--- src/rtl/ctp_pkg.sv ---
// package: register map, field layout, reset values and codes of the capture timer
package ctp_pkg;

    // register byte addresses
    localparam logic [31:0] OFS_RELOAD = 32'hffff_0320;
    localparam logic [31:0] OFS_VALUE = 32'hffff_0324;
    localparam logic [31:0] OFS_CONTROL = 32'hffff_0328;
    localparam logic [31:0] OFS_CLEAR = 32'hffff_032c;
    localparam logic [31:0] OFS_CAPTURE = 32'hffff_0330;
    localparam logic [31:0] OFS_IRQ_STATUS = 32'hffff_0334;
    localparam logic [31:0] OFS_IRQ_MASK = 32'hffff_0338;

    // control field positions
    localparam int CTL_PS_LSB = 24;
    localparam int CTL_PS_EN = 23;
    localparam int CTL_ISRC = 18;
    localparam int CTL_CAP_EN = 17;
    localparam int CTL_EVT_LSB = 12;
    localparam int CTL_CLK_LSB = 9;
    localparam int CTL_UP = 8;
    localparam int CTL_EN = 7;
    localparam int CTL_PERIODIC = 6;
    localparam int CTL_FMT_LSB = 4;
    localparam int CTL_PRE_LSB = 0;

    // reset values
    localparam logic [31:0] RST_RELOAD = 32'h0000_0000;
    localparam logic [31:0] RST_VALUE = 32'hffff_ffff;
    localparam logic [31:0] RST_CAPTURE = 32'h0000_0000;
    localparam logic [7:0] RST_PS_TC = 8'h01;
    localparam logic [1:0] RST_MASK = 2'h0;

    // count source codes
    typedef enum logic [2:0] {
        CTP_CLK_CORE = 3'b000,
        CTP_CLK_LPOSC = 3'b001,
        CTP_CLK_PIN_A = 3'b010,
        CTP_CLK_PIN_B = 3'b011
    } ctp_clk_e;

    // count encodings
    typedef enum logic [1:0] {
        CTP_FMT_BIN = 2'b00,
        CTP_FMT_RSVD = 2'b01,
        CTP_FMT_HMS23 = 2'b10,
        CTP_FMT_HMS255 = 2'b11
    } ctp_fmt_e;

    // prescaler codes and divider terminal counts
    localparam logic [3:0] PRE_DIV16 = 4'h4;
    localparam logic [3:0] PRE_DIV256 = 4'h8;
    localparam logic [7:0] PRE_LIM1 = 8'h00;
    localparam logic [7:0] PRE_LIM16 = 8'h0f;
    localparam logic [7:0] PRE_LIM256 = 8'hff;

    // clock-of-day field limits and binary count maximum
    localparam logic [7:0] HMS_HUND_MAX = 8'h63;
    localparam logic [7:0] HMS_SEC_MAX = 8'h3b;
    localparam logic [7:0] HMS_MIN_MAX = 8'h3b;
    localparam logic [7:0] HMS_HR23_MAX = 8'h17;
    localparam logic [7:0] HMS_HR255_MAX = 8'hff;
    localparam logic [31:0] BIN_MAX = 32'hffff_ffff;

    // interrupt status bits
    localparam int STS_TIMEOUT = 0;
    localparam int STS_CAPTURE = 1;

endpackage

--- src/rtl/ctp_pin_sync.sv ---
// two-flop synchroniser with rising-edge pulse for one outside pin
module ctp_pin_sync (
    // clock and reset
    input wire logic mclk,
    input wire logic rst,
    // pin and synchronised results
    input wire logic pin_async,
    output logic level,
    output logic rise
);

    logic meta_q;
    logic sync_q;
    logic prev_q;

    // meta_q feeds only sync_q
    always_ff @(posedge mclk) begin
        if (rst) begin
            meta_q <= 1'b0;
            sync_q <= 1'b0;
            prev_q <= 1'b0;
        end else begin
            meta_q <= pin_async;
            sync_q <= meta_q;
            prev_q <= sync_q;
        end
    end

    // level and one-cycle rise pulse from settled flops
    assign level = sync_q;
    assign rise = sync_q & ~prev_q;

endmodule

--- src/rtl/ctp_timer.sv ---
// main module: 32-bit capture timer with prescaler, post-scaler and register port
//
// The address-and-strobe port was decided locally.

// Functional notes
// - read-only capture register holds latched count
// - post-scaler field: zero means one, reads count
// - post-scaler enabled: interrupt after programmed timeouts
// - compare flag sets when timeouts reach terminal
// - source bit picks post-scaler or direct timeout
// - capture enable bit gates event capture
// - five-bit field selects one of 32 sources
// - clock select: core, oscillator, pin a, b
// - direction bit: up when set, down default
// - enable bit starts counter, off after reset
// - mode bit: periodic reload, else free-running
// - format: binary or clock-of-day, 23/255 hours
// - prescaler divides by 1, 16 or 256
// - periodic reload on overflow, reload on clear write
// - clear write drops pending timer interrupt
// - first source assertion copies count, keeps running
// - low power: pin or oscillator sources keep counting
module ctp_timer #(
    parameter int EVT_N = 32
) (
    // clock and reset
    input wire logic mclk,
    input wire logic rst,
    // register port
    input wire logic [31:0] reg_addr,
    input wire logic [31:0] reg_wdata,
    input wire logic reg_wr,
    input wire logic reg_rd,
    output logic [31:0] reg_rdata,
    // count sources and power state, asynchronous
    input wire logic lp_osc_clk,
    input wire logic ext_pin_a,
    input wire logic ext_pin_b,
    input wire logic low_power_mode,
    // interrupt sources for capture, same clock
    input wire logic [EVT_N-1:0] irq_sources,
    // interrupt output
    output logic timer_irq
);

    logic [31:0] reload_q;
    logic [31:0] count_q;
    logic [31:0] capture_q;
    logic [31:0] rdata_q;
    logic [7:0] ps_tc_q;
    logic [7:0] ps_cnt_q;
    logic [7:0] div_q;
    logic ps_en_q;
    logic isrc_q;
    logic cap_en_q;
    logic up_q;
    logic en_q;
    logic periodic_q;
    logic cmp_q;
    logic [4:0] evt_sel_q;
    logic [2:0] clk_sel_q;
    logic [1:0] fmt_q;
    logic [3:0] pre_q;
    logic [1:0] sts_q;
    logic [1:0] mask_q;
    logic [EVT_N-1:0] src_prev_q;
    logic wr_reload;
    logic wr_control;
    logic wr_clear;
    logic wr_status;
    logic wr_mask;
    logic [3:0] pin_raw;
    logic [3:0] pin_lvl;
    logic [3:0] pin_rise;
    logic src_tick;
    logic [7:0] div_lim;
    logic core_hold;
    logic run;
    logic presc_tick;
    logic is_hms;
    logic [7:0] hr_max;
    logic [31:0] top;
    logic at_end;
    logic [31:0] step;
    logic timeout;
    logic [7:0] ps_inc;
    logic ps_hit;
    logic timer_evt;
    logic src_rise;
    logic cap_evt;
    logic [7:0] ps_wr;
    logic [31:0] rd_mux;

    // one step of the clock-of-day count with carry or borrow between fields
    function automatic logic [31:0] hms_step(input logic [31:0] v, input logic up,
                                             input logic [7:0] hr);
        logic [31:0] r;
        logic carry;
        logic [7:0] f;
        logic [7:0] lim;
        begin
            r = v;
            carry = 1'b1;
            for (int i = 0; i < 4; i++) begin
                f = v[i*8 +: 8];
                case (i)
                    0: lim = ctp_pkg::HMS_HUND_MAX;
                    1: lim = ctp_pkg::HMS_SEC_MAX;
                    2: lim = ctp_pkg::HMS_MIN_MAX;
                    default: lim = hr;
                endcase
                if (carry) begin
                    if (up) begin
                        if (f >= lim) begin
                            r[i*8 +: 8] = 8'h00;
                        end else begin
                            r[i*8 +: 8] = f + 8'h01;
                            carry = 1'b0;
                        end
                    end else begin
                        if (f == 8'h00) begin
                            r[i*8 +: 8] = lim;
                        end else begin
                            r[i*8 +: 8] = f - 8'h01;
                            carry = 1'b0;
                        end
                    end
                end
            end
            return r;
        end
    endfunction

    // write decode
    assign wr_reload = reg_wr && (reg_addr == ctp_pkg::OFS_RELOAD);
    assign wr_control = reg_wr && (reg_addr == ctp_pkg::OFS_CONTROL);
    assign wr_clear = reg_wr && (reg_addr == ctp_pkg::OFS_CLEAR);
    assign wr_status = reg_wr && (reg_addr == ctp_pkg::OFS_IRQ_STATUS);
    assign wr_mask = reg_wr && (reg_addr == ctp_pkg::OFS_IRQ_MASK);

    // synchronise oscillator, both pins and the power state
    assign pin_raw = {low_power_mode, ext_pin_b, ext_pin_a, lp_osc_clk};
    for (genvar gi = 0; gi < 4; gi++) begin : g_sync
        ctp_pin_sync u_sync (
            .mclk(mclk),
            .rst(rst),
            .pin_async(pin_raw[gi]),
            .level(pin_lvl[gi]),
            .rise(pin_rise[gi])
        );
    end

    // count source select
    always_comb begin
        case (clk_sel_q)
            ctp_pkg::CTP_CLK_CORE: src_tick = 1'b1;
            ctp_pkg::CTP_CLK_LPOSC: src_tick = pin_rise[0];
            ctp_pkg::CTP_CLK_PIN_A: src_tick = pin_rise[1];
            ctp_pkg::CTP_CLK_PIN_B: src_tick = pin_rise[2];
            default: src_tick = 1'b0;
        endcase
    end

    // prescaler terminal count, reserved codes divide by one
    always_comb begin
        case (pre_q)
            ctp_pkg::PRE_DIV16: div_lim = ctp_pkg::PRE_LIM16;
            ctp_pkg::PRE_DIV256: div_lim = ctp_pkg::PRE_LIM256;
            default: div_lim = ctp_pkg::PRE_LIM1;
        endcase
    end

    // core clock stops in low power; pin and oscillator sources run on
    assign core_hold = pin_lvl[3] && (clk_sel_q == ctp_pkg::CTP_CLK_CORE);
    assign run = en_q && !core_hold;
    assign presc_tick = run && src_tick && (div_q == div_lim);

    // prescaler divider
    always_ff @(posedge mclk) begin
        if (rst || wr_clear || !en_q) begin
            div_q <= 8'h00;
        end else if (run && src_tick) begin
            div_q <= (div_q >= div_lim) ? 8'h00 : div_q + 8'h01;
        end
    end

    // end of range and next value for the selected format
    assign is_hms = fmt_q[1];
    assign hr_max = (fmt_q == ctp_pkg::CTP_FMT_HMS255) ? ctp_pkg::HMS_HR255_MAX
                                                       : ctp_pkg::HMS_HR23_MAX;
    assign top = is_hms ? {hr_max, ctp_pkg::HMS_MIN_MAX, ctp_pkg::HMS_SEC_MAX,
                           ctp_pkg::HMS_HUND_MAX} : ctp_pkg::BIN_MAX;
    assign at_end = up_q ? (count_q == top) : (count_q == 32'h0000_0000);
    assign step = is_hms ? hms_step(count_q, up_q, hr_max)
                         : (up_q ? count_q + 32'h0000_0001 : count_q - 32'h0000_0001);
    assign timeout = presc_tick && at_end && !wr_clear;

    // main counter
    always_ff @(posedge mclk) begin
        if (rst) begin
            count_q <= ctp_pkg::RST_VALUE;
        end else if (wr_clear) begin
            count_q <= reload_q;
        end else if (presc_tick) begin
            if (at_end) begin
                count_q <= periodic_q ? reload_q : (up_q ? 32'h0000_0000 : top);
            end else begin
                count_q <= step;
            end
        end
    end

    // post-scaler counts timeouts up to the terminal count
    assign ps_inc = ps_cnt_q + 8'h01;
    assign ps_hit = timeout && ps_en_q && (ps_inc == ps_tc_q);
    always_ff @(posedge mclk) begin
        if (rst || !ps_en_q || wr_clear) begin
            ps_cnt_q <= 8'h00;
        end else if (timeout) begin
            ps_cnt_q <= ps_hit ? 8'h00 : ps_inc;
        end
    end

    // compare flag, the clear strobe wins over a terminal timeout in its cycle
    always_ff @(posedge mclk) begin
        if (rst) begin
            cmp_q <= 1'b0;
        end else if (ps_hit) begin
            cmp_q <= 1'b1;
        end else if (wr_clear) begin
            cmp_q <= 1'b0;
        end
    end

    // interrupt event route
    assign timer_evt = isrc_q ? ps_hit : timeout;

    // capture on the first assertion of the selected source
    assign src_rise = irq_sources[evt_sel_q] && !src_prev_q[evt_sel_q];
    assign cap_evt = cap_en_q && src_rise;
    always_ff @(posedge mclk) begin
        if (rst) begin
            src_prev_q <= '0;
            capture_q <= ctp_pkg::RST_CAPTURE;
        end else begin
            src_prev_q <= irq_sources;
            if (cap_evt) begin
                capture_q <= count_q;
            end
        end
    end

    // sticky status, set wins over write-one-to-clear; the clear strobe always drops the timeout bit
    always_ff @(posedge mclk) begin
        if (rst) begin
            sts_q <= 2'b00;
        end else begin
            sts_q[ctp_pkg::STS_TIMEOUT] <= timer_evt || (sts_q[ctp_pkg::STS_TIMEOUT]
                && !wr_clear && !(wr_status && reg_wdata[ctp_pkg::STS_TIMEOUT]));
            sts_q[ctp_pkg::STS_CAPTURE] <= cap_evt || (sts_q[ctp_pkg::STS_CAPTURE]
                && !(wr_status && reg_wdata[ctp_pkg::STS_CAPTURE]));
        end
    end
    assign timer_irq = |(sts_q & mask_q);

    // software-owned registers; reserved bits 22-20 and flag bit 19 are not stored
    assign ps_wr = reg_wdata[ctp_pkg::CTL_PS_LSB +: 8];
    always_ff @(posedge mclk) begin
        if (rst) begin
            reload_q <= ctp_pkg::RST_RELOAD;
            mask_q <= ctp_pkg::RST_MASK;
            ps_tc_q <= ctp_pkg::RST_PS_TC;
            {ps_en_q, isrc_q, cap_en_q, up_q, en_q, periodic_q} <= 6'b00_0000;
            evt_sel_q <= 5'h00;
            clk_sel_q <= 3'h0;
            fmt_q <= 2'h0;
            pre_q <= 4'h0;
        end else begin
            if (wr_reload) begin
                reload_q <= reg_wdata;
            end
            if (wr_mask) begin
                mask_q <= reg_wdata[1:0];
            end
            if (wr_control) begin
                ps_tc_q <= (ps_wr == 8'h00) ? 8'h01 : ps_wr;
                ps_en_q <= reg_wdata[ctp_pkg::CTL_PS_EN];
                isrc_q <= reg_wdata[ctp_pkg::CTL_ISRC];
                cap_en_q <= reg_wdata[ctp_pkg::CTL_CAP_EN];
                evt_sel_q <= reg_wdata[ctp_pkg::CTL_EVT_LSB +: 5];
                clk_sel_q <= reg_wdata[ctp_pkg::CTL_CLK_LSB +: 3];
                up_q <= reg_wdata[ctp_pkg::CTL_UP];
                en_q <= reg_wdata[ctp_pkg::CTL_EN];
                periodic_q <= reg_wdata[ctp_pkg::CTL_PERIODIC];
                fmt_q <= reg_wdata[ctp_pkg::CTL_FMT_LSB +: 2];
                pre_q <= reg_wdata[ctp_pkg::CTL_PRE_LSB +: 4];
            end
        end
    end

    // read mux; clear register and unmapped addresses read zero
    always_comb begin
        case (reg_addr)
            ctp_pkg::OFS_RELOAD: rd_mux = reload_q;
            ctp_pkg::OFS_VALUE: rd_mux = count_q;
            ctp_pkg::OFS_CONTROL: rd_mux = {ps_cnt_q, ps_en_q, 3'b000, cmp_q, isrc_q, cap_en_q,
                evt_sel_q, clk_sel_q, up_q, en_q, periodic_q, fmt_q, pre_q};
            ctp_pkg::OFS_CAPTURE: rd_mux = capture_q;
            ctp_pkg::OFS_IRQ_STATUS: rd_mux = {30'h0000_0000, sts_q};
            ctp_pkg::OFS_IRQ_MASK: rd_mux = {30'h0000_0000, mask_q};
            default: rd_mux = 32'h0000_0000;
        endcase
    end

    // read data stand for exactly one cycle after the strobe
    always_ff @(posedge mclk) begin
        if (rst) begin
            rdata_q <= 32'h0000_0000;
        end else begin
            rdata_q <= reg_rd ? rd_mux : 32'h0000_0000;
        end
    end
    assign reg_rdata = rdata_q;
endmodule

--- config.mk ---
export PLATFORM = sky130hd
export DESIGN_NAME = ctp_timer
export DESIGN_NICKNAME = d
export VERILOG_FILES = /design/src/rtl/ctp_pkg.sv /design/src/rtl/ctp_pin_sync.sv /design/src/rtl/ctp_timer.sv
export SDC_FILE = /design/constraint.sdc
export NUM_CORES = 1
export LEC_CHECK = 0
export BUFFER_PORTS_ARGS = -buffer_cell sky130_fd_sc_hd__buf_4
export CORE_MARGIN = 3
export CORE_UTILIZATION = 48
export CTS_BUF_LIST = sky130_fd_sc_hd__clkbuf_8
export DETAILED_ROUTE_END_ITERATION = 12
export PLACE_DENSITY_LB_ADDON = 0.25
export SLEW_MARGIN = 5
export SYNTH_ARGS = -nofsm -noshare
export SYNTH_HDL_FRONTEND = slang
export SYNTH_SLANG_ARGS = --single-unit
--- constraint.sdc ---
create_clock -name mclk -period 4.4 [get_ports mclk]
set_input_delay 0.22 -clock mclk [delete_from_list [all_inputs] [get_ports mclk]]
set_output_delay 0.22 -clock mclk [all_outputs]
set_load 0.01 [all_outputs]
# == After elaboration in Yosys (flattened, before gate mapping) ==
# Index checks and enable logic that the tools add are counted.
# op_classes
n_mux,49
magnitude_cmp,6
n_eq_ne,19
bitwise,8
reduce_logical,47
addsub,12
# op_table
cell,n
32-bit 2-to-1 mux,8
"32-bit == test, second input constant",7
32-bit case mux with 6 select lines,1
8-bit 2-to-1 mux,19
"8-bit by 1-bit adder with 8-bit output, second input constant",6
8-bit zero test,5
"32-bit by 1-bit adder with 32-bit output, second input constant",1
32-bit == test,1
32-bit zero test,1
"32-bit by 1-bit subtractor with 32-bit output, second input constant",1
"8-bit by 1-bit subtractor with 8-bit output, second input constant",4
1-bit logical AND,20
1-bit 2-to-1 mux,17
8-bit == test,2
"8-bit by 6-bit >= comparator with 1-bit output, second input constant",2
8-bit >= comparator,2
8-bit case mux with 2 select lines,1
"4-bit by 1-bit != test with 1-bit output, second input constant",3
1-bit binary-select mux with 5-bit select,2
"8-bit by 7-bit >= comparator with 1-bit output, second input constant",1
1-bit zero test,7
"3-bit by 2-bit == test with 1-bit output, second input constant",2
1-bit logical OR,6
"5-bit by 6-bit less-than comparator with 1-bit output, second input constant",1
12 further kinds,21
# totals
inputBits,104
regBits,220
output_inout_bits,33

# == Longest topological paths before layout ==
# Gate-level depths: netlist (run 1).
# logic_depth
ltp_word,12
depth_mapped,15

# == By module ==
# From an unflattened synthesis (run 1), not the netlist that was laid out.
# unflattened
cells_unflattened,1739
area_unflattened_um2,13324.0
# by_module_without_submodules
module,instances,seq_area_each_um2,area_per_inst_um2,cells_each
ctp_timer,1,4184.0,12973.7,1711
ctp_pin_sync,4,60.1,87.6,7

# == Least setup slack after synthesis (run 1) ==
# No wires, ideal clock.
# synth_path
kind,reg-to-reg
start,register up_q
end,register count_q[30]
t_arrival_ns,3.836
setup_ns,0.119
period_less_slack_ns,3.955
path_buffers,3
slack_ns,0.445
stages_incl_launch_ff,15
path_cell_list,dfxtp_1 -> clkbuf_1 -> inv_1 -> clkbuf_1 -> clkbuf_1 -> ha_1 -> nor2b_1 -> o2111ai_1 -> a31oi_1 -> o21ai_0 -> a211o_1 -> a311oi_1 -> or4_1 -> a21oi_1 -> o21ai_1
# synth_between
elab_chain_len,6
# synth_rtl
item,line,rtl
start: declaration,ctp_timer.sv:56,logic up_q;
start signal: assignment,ctp_timer.sv:292,up_q <= reg_wdata[ctp_pkg::CTL_UP];
8-bit 2-to-1 mux,ctp_timer.sv:113,if (up) begin
8-bit 2-to-1 mux,ctp_timer.sv:112,if (carry) begin
32-bit 2-to-1 mux,ctp_timer.sv:194,"assign step = is_hms ? hms_step(count_q, up_q, hr_max)"
32-bit 2-to-1 mux,ctp_timer.sv:205,if (at_end) begin
32-bit 2-to-1 mux,ctp_timer.sv:204,end else if (presc_tick) begin
32-bit 2-to-1 mux,ctp_timer.sv:202,end else if (wr_clear) begin
end signal: assignment,ctp_timer.sv:201,count_q <= ctp_pkg::RST_VALUE;
end signal: assignment,ctp_timer.sv:203,count_q <= reload_q;
end signal: assignment,ctp_timer.sv:206,count_q <= periodic_q ? reload_q : (up_q ? 32'h0000_0000 : top);
end: declaration,ctp_timer.sv:47,logic [31:0] count_q;
# Parallel ways exist; a longest one is shown, timed or not. The select of a mux whose other input is x is not followed.
# A chain may end at the register's enable or synchronous reset.

# == Worst setup path after layout (run 1) ==
# layout_path
start,register evt_sel_q[0]
end,register capture_q[7]
# layout_between
elab_chain_len,5
# layout_rtl
item,line,rtl
start: declaration,ctp_timer.sv:60,logic [4:0] evt_sel_q;
start signal: assignment,ctp_timer.sv:290,evt_sel_q <= reg_wdata[ctp_pkg::CTL_EVT_LSB +: 5];
1-bit binary-select mux with 5-bit select,ctp_timer.sv:239,assign src_rise = irq_sources[evt_sel_q] && !src_prev_q[evt_sel_q];
1-bit 2-to-1 mux (not written as such),ctp_timer.sv:239,
1-bit zero test,ctp_timer.sv:239,
1-bit logical AND *,ctp_timer.sv:239,
1-bit logical AND *,ctp_timer.sv:240,assign cap_evt = cap_en_q && src_rise;
end signal: assignment,ctp_timer.sv:244,capture_q <= ctp_pkg::RST_CAPTURE;
end signal: assignment,ctp_timer.sv:248,capture_q <= count_q;
end: declaration,ctp_timer.sv:48,logic [31:0] capture_q;
# Mark *: on every way between the ends. The rest lies on a longest branch, timed or not. The select of a mux whose other input is x is not followed.

==> impl_metrics.tcl, run 1 <==
set metrics [dict create \
    power_frac_clock 0.447 \
    design.core.area_mm2 0.02710 \
    clk_path_buf_depth 3 \
    peakVddDrop_v 0.0002640 \
    dp.cells 2134 \
    die_w_um 172.5 \
    hpwl_mm 31.87 \
    synth_async_sr_flop_share 0 \
    seqPwrFrac 0.501 \
    status "finished, final reports clean" \
    powerDensity_mw_per_mm2 252.9 \
    ys_warn_count 0 \
    ys_seq_elements 220 \
    finalMaxSlewViolations 0 \
    ios 137 \
    synth_edf_count 0 \
    cp_data_required_time_ns 4.79 \
    antenna_found_initial 0 \
    remaining_drc_errors 0 \
    cts_resized 0 \
    die_h_um 172.5 \
    cts_buffers 38 \
    comb_power_share 0.052 \
    final_nets 2031 \
    leakage_nw 6.372 \
    min_path_type "input pin to flip-flop" \
    worstSetupEndpointType "flip-flop" \
    syn_area_mm2 0.01330 \
    dr.pass1.iters 6 \
    final.min_clock_period_ns 3.395 \
    drt-vias-per-instance 6.115 \
    drt-total-wl_mm 45.02 \
    worst-path-max-fanout 34 \
    grt_pass1_wl_mm 71.39 \
    vias 13880 \
    path_clk_slew_ns 0.06 \
    grt_max_degree 71 \
    grt.overflow.total 0 \
    io_buffers 136 \
    drive_gt1_frac 0.1350 \
    cts-hold-fix-buffers 68 \
    final_cells 2269 \
    setup_violations 0 \
    cts_setup_buffers 0 \
    synth_cells 1713 \
    clock_latency_ns 0.55 \
    fin_worst_skew_ns 0.02657 \
    track_usage 0.2997 \
    crit_type "flip-flop to flip-flop" \
    synth.distinct_cells 83 \
    rsz0062_at_grt "no" \
    fill_cells 2444 \
    ant_nets 0 \
    cts_root_buf "clkbuf_8" \
    cts.sinks 220 \
    cp-start-kind "flip-flop" \
    syn_nets 1874 \
    grt_pass1_vias 13060 \
    final.setup.tns_ns 0 \
    fmax_mhz 294.6 \
    avgSynthCellArea_um2 7.764 \
    ys.flop_type "dfxtp_1" \
    initial_utilization 0.4907 \
    relSlewSlack 0.2740 \
    cap_violations 0 \
    synth-seq-area-share 0.3312 \
    cts_tree "yes" \
    drt_iter0_drc 1792 \
    worstPathArrival_ns 3.79 \
    h-tree-depth 2 \
    rows 60 \
    p_sw_frac 0.2363 \
    p_sw_w 0.0009517 \
    place_congestion 0.9946 \
    internal_power_w 0.003076 \
    worst_pin_slew_ns 1.087 \
    wire_per_inst_um 19.84 \
    fin_crit_sh 0.7715 \
    die-area_mm2 0.02974 \
    hold_violations 0 \
    syn2layout_area_growth_pct 19.76 \
]
## cell usage after synthesis, types with 27 or more instances
master      n  area share
inv_1      44       0.012
o21ai_0    58       0.022
a21oi_1   206       0.078
nand3_1    35       0.013
clkbuf_1   73       0.021
nor2b_1    30       0.014
nor3_1     40       0.015
dfxtp_1   220        0.33
xor2_1     27       0.018
ha_1       56       0.053
xnor2_1    27       0.018
a21o_1     27       0.015
nand2_1   241       0.068
a22oi_1    61       0.034
nor2_1    187       0.053
mux2i_1    36       0.027
## flip-flops by register name (all words and copies together) (netlist names), 8 cells and up
signal,cells
ps_cnt_q,8
count_q,32
div_q,8
capture_q,32
src_prev_q,32
reload_q,32
reg_rdata,32
ps_tc_q,8
## layout by cell type (no fill, tap or decap), types with 6 or more instances in the layout
cell type	netlist	final
o211ai_1	12	12
nor2b_1	30	30
o21ai_1	7	7
nor3_1	40	39
xnor2_1	27	27
a211oi_1	21	21
o21bai_1	10	10
xor2_1	27	27
a31oi_1	24	24
inv_1	44	60
and2_1	7	7
dfxtp_1	220	220
a211o_1	6	6
o21ai_0	58	58
o31ai_1	7	7
o32ai_1	17	17
clkbuf_8	0	42
buf_4	3	161
and3_1	18	18
a22oi_1	61	61
a21oi_1	206	206
nand4_1	21	21
ha_1	56	56
nor4_1	11	10
mux2i_1	36	36
nand2_1	241	241
dlygate4sd3_1	0	68
nor2_1	187	187
a221oi_1	11	11
nand2b_1	8	8
nand3_1	35	35
nand3b_1	11	11
o21a_1	6	6
a21o_1	27	27
## critical path: stages (launching register included)
cell and delay [ns]:
dfxtp_1 1.04, o32ai_1 0.24, mux4_2 0.50, mux4_2 0.49, nand2_2 0.44, buf_12 0.26
mux2i_1 0.21, nor2_1 0.06
## routing by layer
layer  global-route usage  up-vias  share of wire
li1                     -     6503              -
met1               0.4070     6506           0.42
met2               0.4723      754           0.45
met3              0.06630      112          0.098
met4               0.1031        0          0.033
met5                    0        -              0
## power by group through the flow
| stage | logic [W] | clock network [W] | registers, W |
|---|---|---|---|
| after detailed placement | 0.000154 | 0 | 0.00206 |
| after global placement | 0.000151 | 0 | 0.00206 |
| after CTS | 0.000203 | 0.00182 | 0.00202 |
| final | 0.000209 | 0.00180 | 0.00202 |
| after floorplan | 0.0000584 | 0 | 0.00206 |
| after global routing | 0.000225 | 0.00192 | 0.00202 |
## per-stage QoR
| step | hold slack (ns) | utilization | worst slack, ns | power, W | cell area (um2) |
|---|---|---|---|---|---|
| floorplan | 0.3482 | - | 0.4450 | 0.002117 | 13300 |
| global placement | 0.4183 | 0.5358 | 1.119 | 0.002212 | 14520 |
| detailed placement | 0.4234 | 0.5358 | 1.042 | 0.002214 | 14520 |
| CTS | 0.008797 | 0.5876 | 1.012 | 0.004043 | 15920 |
| global route | 0.04234 | 0.5876 | 0.7636 | 0.004159 | 15920 |
| finish | 0.03617 | 0.5877 | 1.005 | 0.004027 | 15930 |
## final cells by class
| class | instances | area (um2) | area share |
|---|---|---|---|
| Sequential cell | 220 | 4404 | 0.2765 |
| Timing Repair Buffer | 230 | 1909 | 0.1199 |
| Inverter | 44 | 165.2 | 0.01037 |
| Antenna cell | 1 | 2.502 | 0.0001571 |
| Clock inverter | 24 | 145.1 | 0.009113 |
| Clock buffer | 42 | 578.1 | 0.03630 |
| Multi-Input combinational cell | 1336 | 8257 | 0.5184 |
| Tap cell | 372 | 465.4 | 0.02922 |
## final timing paths
| check | to | start | cells after the start | slack (ns) |
|---|---|---|---|---|
| min | mask_q[0] | reg_wr | 3 | 0.04 |
| max | capture_q[7] | evt_sel_q[0] | 7 | 1.01 |
| min reg2reg | g_sync[3].u_sync.level | g_sync[3].u_sync.meta_q | 1 | 0.44 |
| max reg2reg | capture_q[7] | evt_sel_q[0] | 7 | 1.01 |
## logic make-up (layout without fill, tap and decap cells)
| family | Yosys count | in the layout | share of synthesized area |
|---|---|---|---|
| AOI/OAI and AO/OA | 527 | 527 | 0.2593 |
| adders and majority gates | 57 | 57 | 0.05419 |
| buffers and inverters | 157 | 340 | 0.04920 |
| xor gates and xnor gates | 54 | 54 | 0.03556 |
| and+or+nand+nor | 655 | 655 | 0.2325 |
| DFF | 220 | 220 | 0.3312 |
| other | 0 | 1 | 0 |
| muxes | 43 | 43 | 0.03810 |
(Power assumes the default switching activity.)
==> run 2: changes to the inputs <==
- ABC_AREA: default -> 1
- clock period: 4.4 -> 2.8 ns (I/O delays scaled with it)
==> run 2 against run 1 <==
Against the previous run:
- clock skew is 0.0045 ns lower
- largest cell class unchanged
- clock power is 64% higher
- via count rose by 21%
- combinational power up 98%
- critical endpoint is now ps_cnt_q[2]
==> impl_metrics.tcl, run 2 <==
set metrics [dict create \
    status "finished, final reports clean" \
    rows 64 \
    drt-total-wl_mm 52.19 \
    fmax_mhz 377.3 \
    ios 137 \
    grt_max_degree 78 \
    dr.pass1.iters 5 \
    cts_tree "yes" \
    initial_utilization 0.4895 \
    drt_iter0_drc 1395 \
    ys_warn_count 0 \
    final.min_clock_period_ns 2.650 \
    synth_area_leader_cell "dfxtp_1" \
    synth_cells 2477 \
    drt-vias-per-instance 5.452 \
    min_path_type "input pin to flip-flop" \
    ys_seq_elements 220 \
    design.core.area_mm2 0.03075 \
    wire_per_inst_um 16.90 \
    synth_edf_count 0 \
    synth.distinct_cells 54 \
    remaining_drc_errors 0 \
    cts.sinks 220 \
    grt_pass1_vias 15870 \
    hpwl_mm 38.92 \
    path_clk_slew_ns 0.07 \
    rsz0062_at_grt "no" \
    powerDensity_mw_per_mm2 365.6 \
    cts_root_buf "clkbuf_8" \
    ys.flop_type "dfxtp_1" \
    fin_total_pwr_w 0.006539 \
    diodes 0 \
    fill_cells 3035 \
    finalMaxSlewViolations 0 \
    die-area_mm2 0.03352 \
    worst-path-max-fanout 13 \
    worstPathArrival_ns 3.06 \
    syn_area_mm2 0.01505 \
    die_w_um 183.1 \
    final_util 0.5817 \
    clk_path_buf_depth 3 \
    grt_pass1_wl_mm 82.85 \
    leakage_nw 8.747 \
    track_usage 0.3034 \
    syn_nets 2638 \
    avgSynthCellArea_um2 6.077 \
    cp-start-kind "flip-flop" \
    final_common_cell "nand2_1" \
    final_cell_mix "nand2_1 (728), inv_1 (320), nor2_1 (310)" \
    peakVddDrop_v 0.0003720 \
    dpl_worst_slack_ns -0.1352 \
    ys_top_cells_by_count "nand2_1 (730), inv_1 (313), nor2_1 (313), dfxtp_1 (220), a21oi_1 (189)" \
    synth_top_area_frac 0.2926 \
    syn2layout_area_growth_pct 18.83 \
    fin_crit_sh 0.9465 \
    fin_worst_skew_ns 0.02204 \
    yosys-top-cells-area "dfxtp_1 (29%), nand2_1 (18%), inv_1 (7.8%)" \
    synth-seq-area-share 0.2926 \
    worst_pin_slew_ns 0.8422 \
    antenna_found_initial 0 \
    ant_nets 0 \
    whs_ns 0.03011 \
    vias 16840 \
    cp_data_required_time_ns 3.21 \
    timing.final.ws_setup_ns 0.1497 \
    crit_type "flip-flop to flip-flop" \
    setup_violations 0 \
    io_buffers 136 \
    clock_latency_ns 0.54 \
    relSlewSlack 0.4385 \
    final.setup.tns_ns 0 \
    die_h_um 183.1 \
    drive_gt1_frac 0.1085 \
    cap_violations 0 \
    hold_violations 0 \
    grt.overflow.total 0 \
    synth.most_common_cell "nand2_1" \
    worstSetupEndpointType "flip-flop" \
    final_nets 2830 \
    h-tree-depth 2 \
    cts_buffers 38 \
    place_congestion 1.001 \
    synth_async_sr_flop_share 0 \
]
## run 2: area by class of cell
cell class,count,area (um2),share of cell area
multi-input combinational,1840,8932,0.4994
tap,396,495.5,0.02770
clock inverter,12,58.81,0.003288
timing repair buffer,245,2059,0.1151
clock buffer,51,701.9,0.03924
inverter,324,1222,0.06834
sequential,220,4417,0.2469
## run 2: cell families after synthesis
family | count (synthesis) | synth area share
flops | 220 | 0.2926
fa+ha+maj | 57 | 0.04788
buf+inv | 417 | 0.1155
simple gates | 1337 | 0.3779
mux | 1 | 0.0006650
compound gates | 413 | 0.1469
xor+xnor | 32 | 0.01862
## run 2: report_power, final
group | internal [W] | switching [W]
combinational | 0.000205 | 0.000209
sequential | 0.00316 | 0.00000808
clock | 0.00162 | 0.00134
## run 2: worst paths after layout
kind	slack, ns	cells after the start	startpoint	endpoint
hold / removal	0.03	4	reg_wr	sts_q[1]
hold reg to reg	0.40	2	g_sync[1].u_sync.meta_q	g_sync[1].u_sync.level
setup reg to reg	0.15	14	count_q[26]	ps_cnt_q[2]
setup / recovery	0.15	14	count_q[26]	ps_cnt_q[2]
## run 2: worst max-delay path, stage by stage, from the launching register on
cell	delay, ns
dfxtp_2	0.52
nand2_1	0.27
inv_1	0.18
nand3_1	0.11
nor2_2	0.16
nand2_1	0.06
nor2_1	0.16
nand2_1	0.09
nand2_2	0.16
inv_4	0.13
nor2_2	0.17
buf_4	0.21
inv_1	0.13
nand2_1	0.09
a21oi_1	0.06
## run 2: through the flow
stage                     area (um2)  cells
after floorplan                15050   2477
after global routing           17890   3088
final                          17890   3088
after detailed placement       16400   2956
after global placement         16400   2956
after CTS                      17850   3087
## run 2: repair_timing
item / in CTS / in global routing
setup endpoints to repair: 9 / 37
cloned: 0 / 0
endpoints found under the hold margin: 98 / 0
resized for setup: 4 / 13
setup buffers: 0 / 1
hold buffers: 68 / 0
pin swaps: 0 / 2
## run 2: layer usage
metal | vias up | GRT usage | part of all wire
met5 | - | 0 | 0
met4 | 0 | 0.09354 | 0.029
met3 | 103 | 0.04304 | 0.079
met2 | 729 | 0.4951 | 0.45
met1 | 7678 | 0.4181 | 0.44
li1 | 8326 | - | -
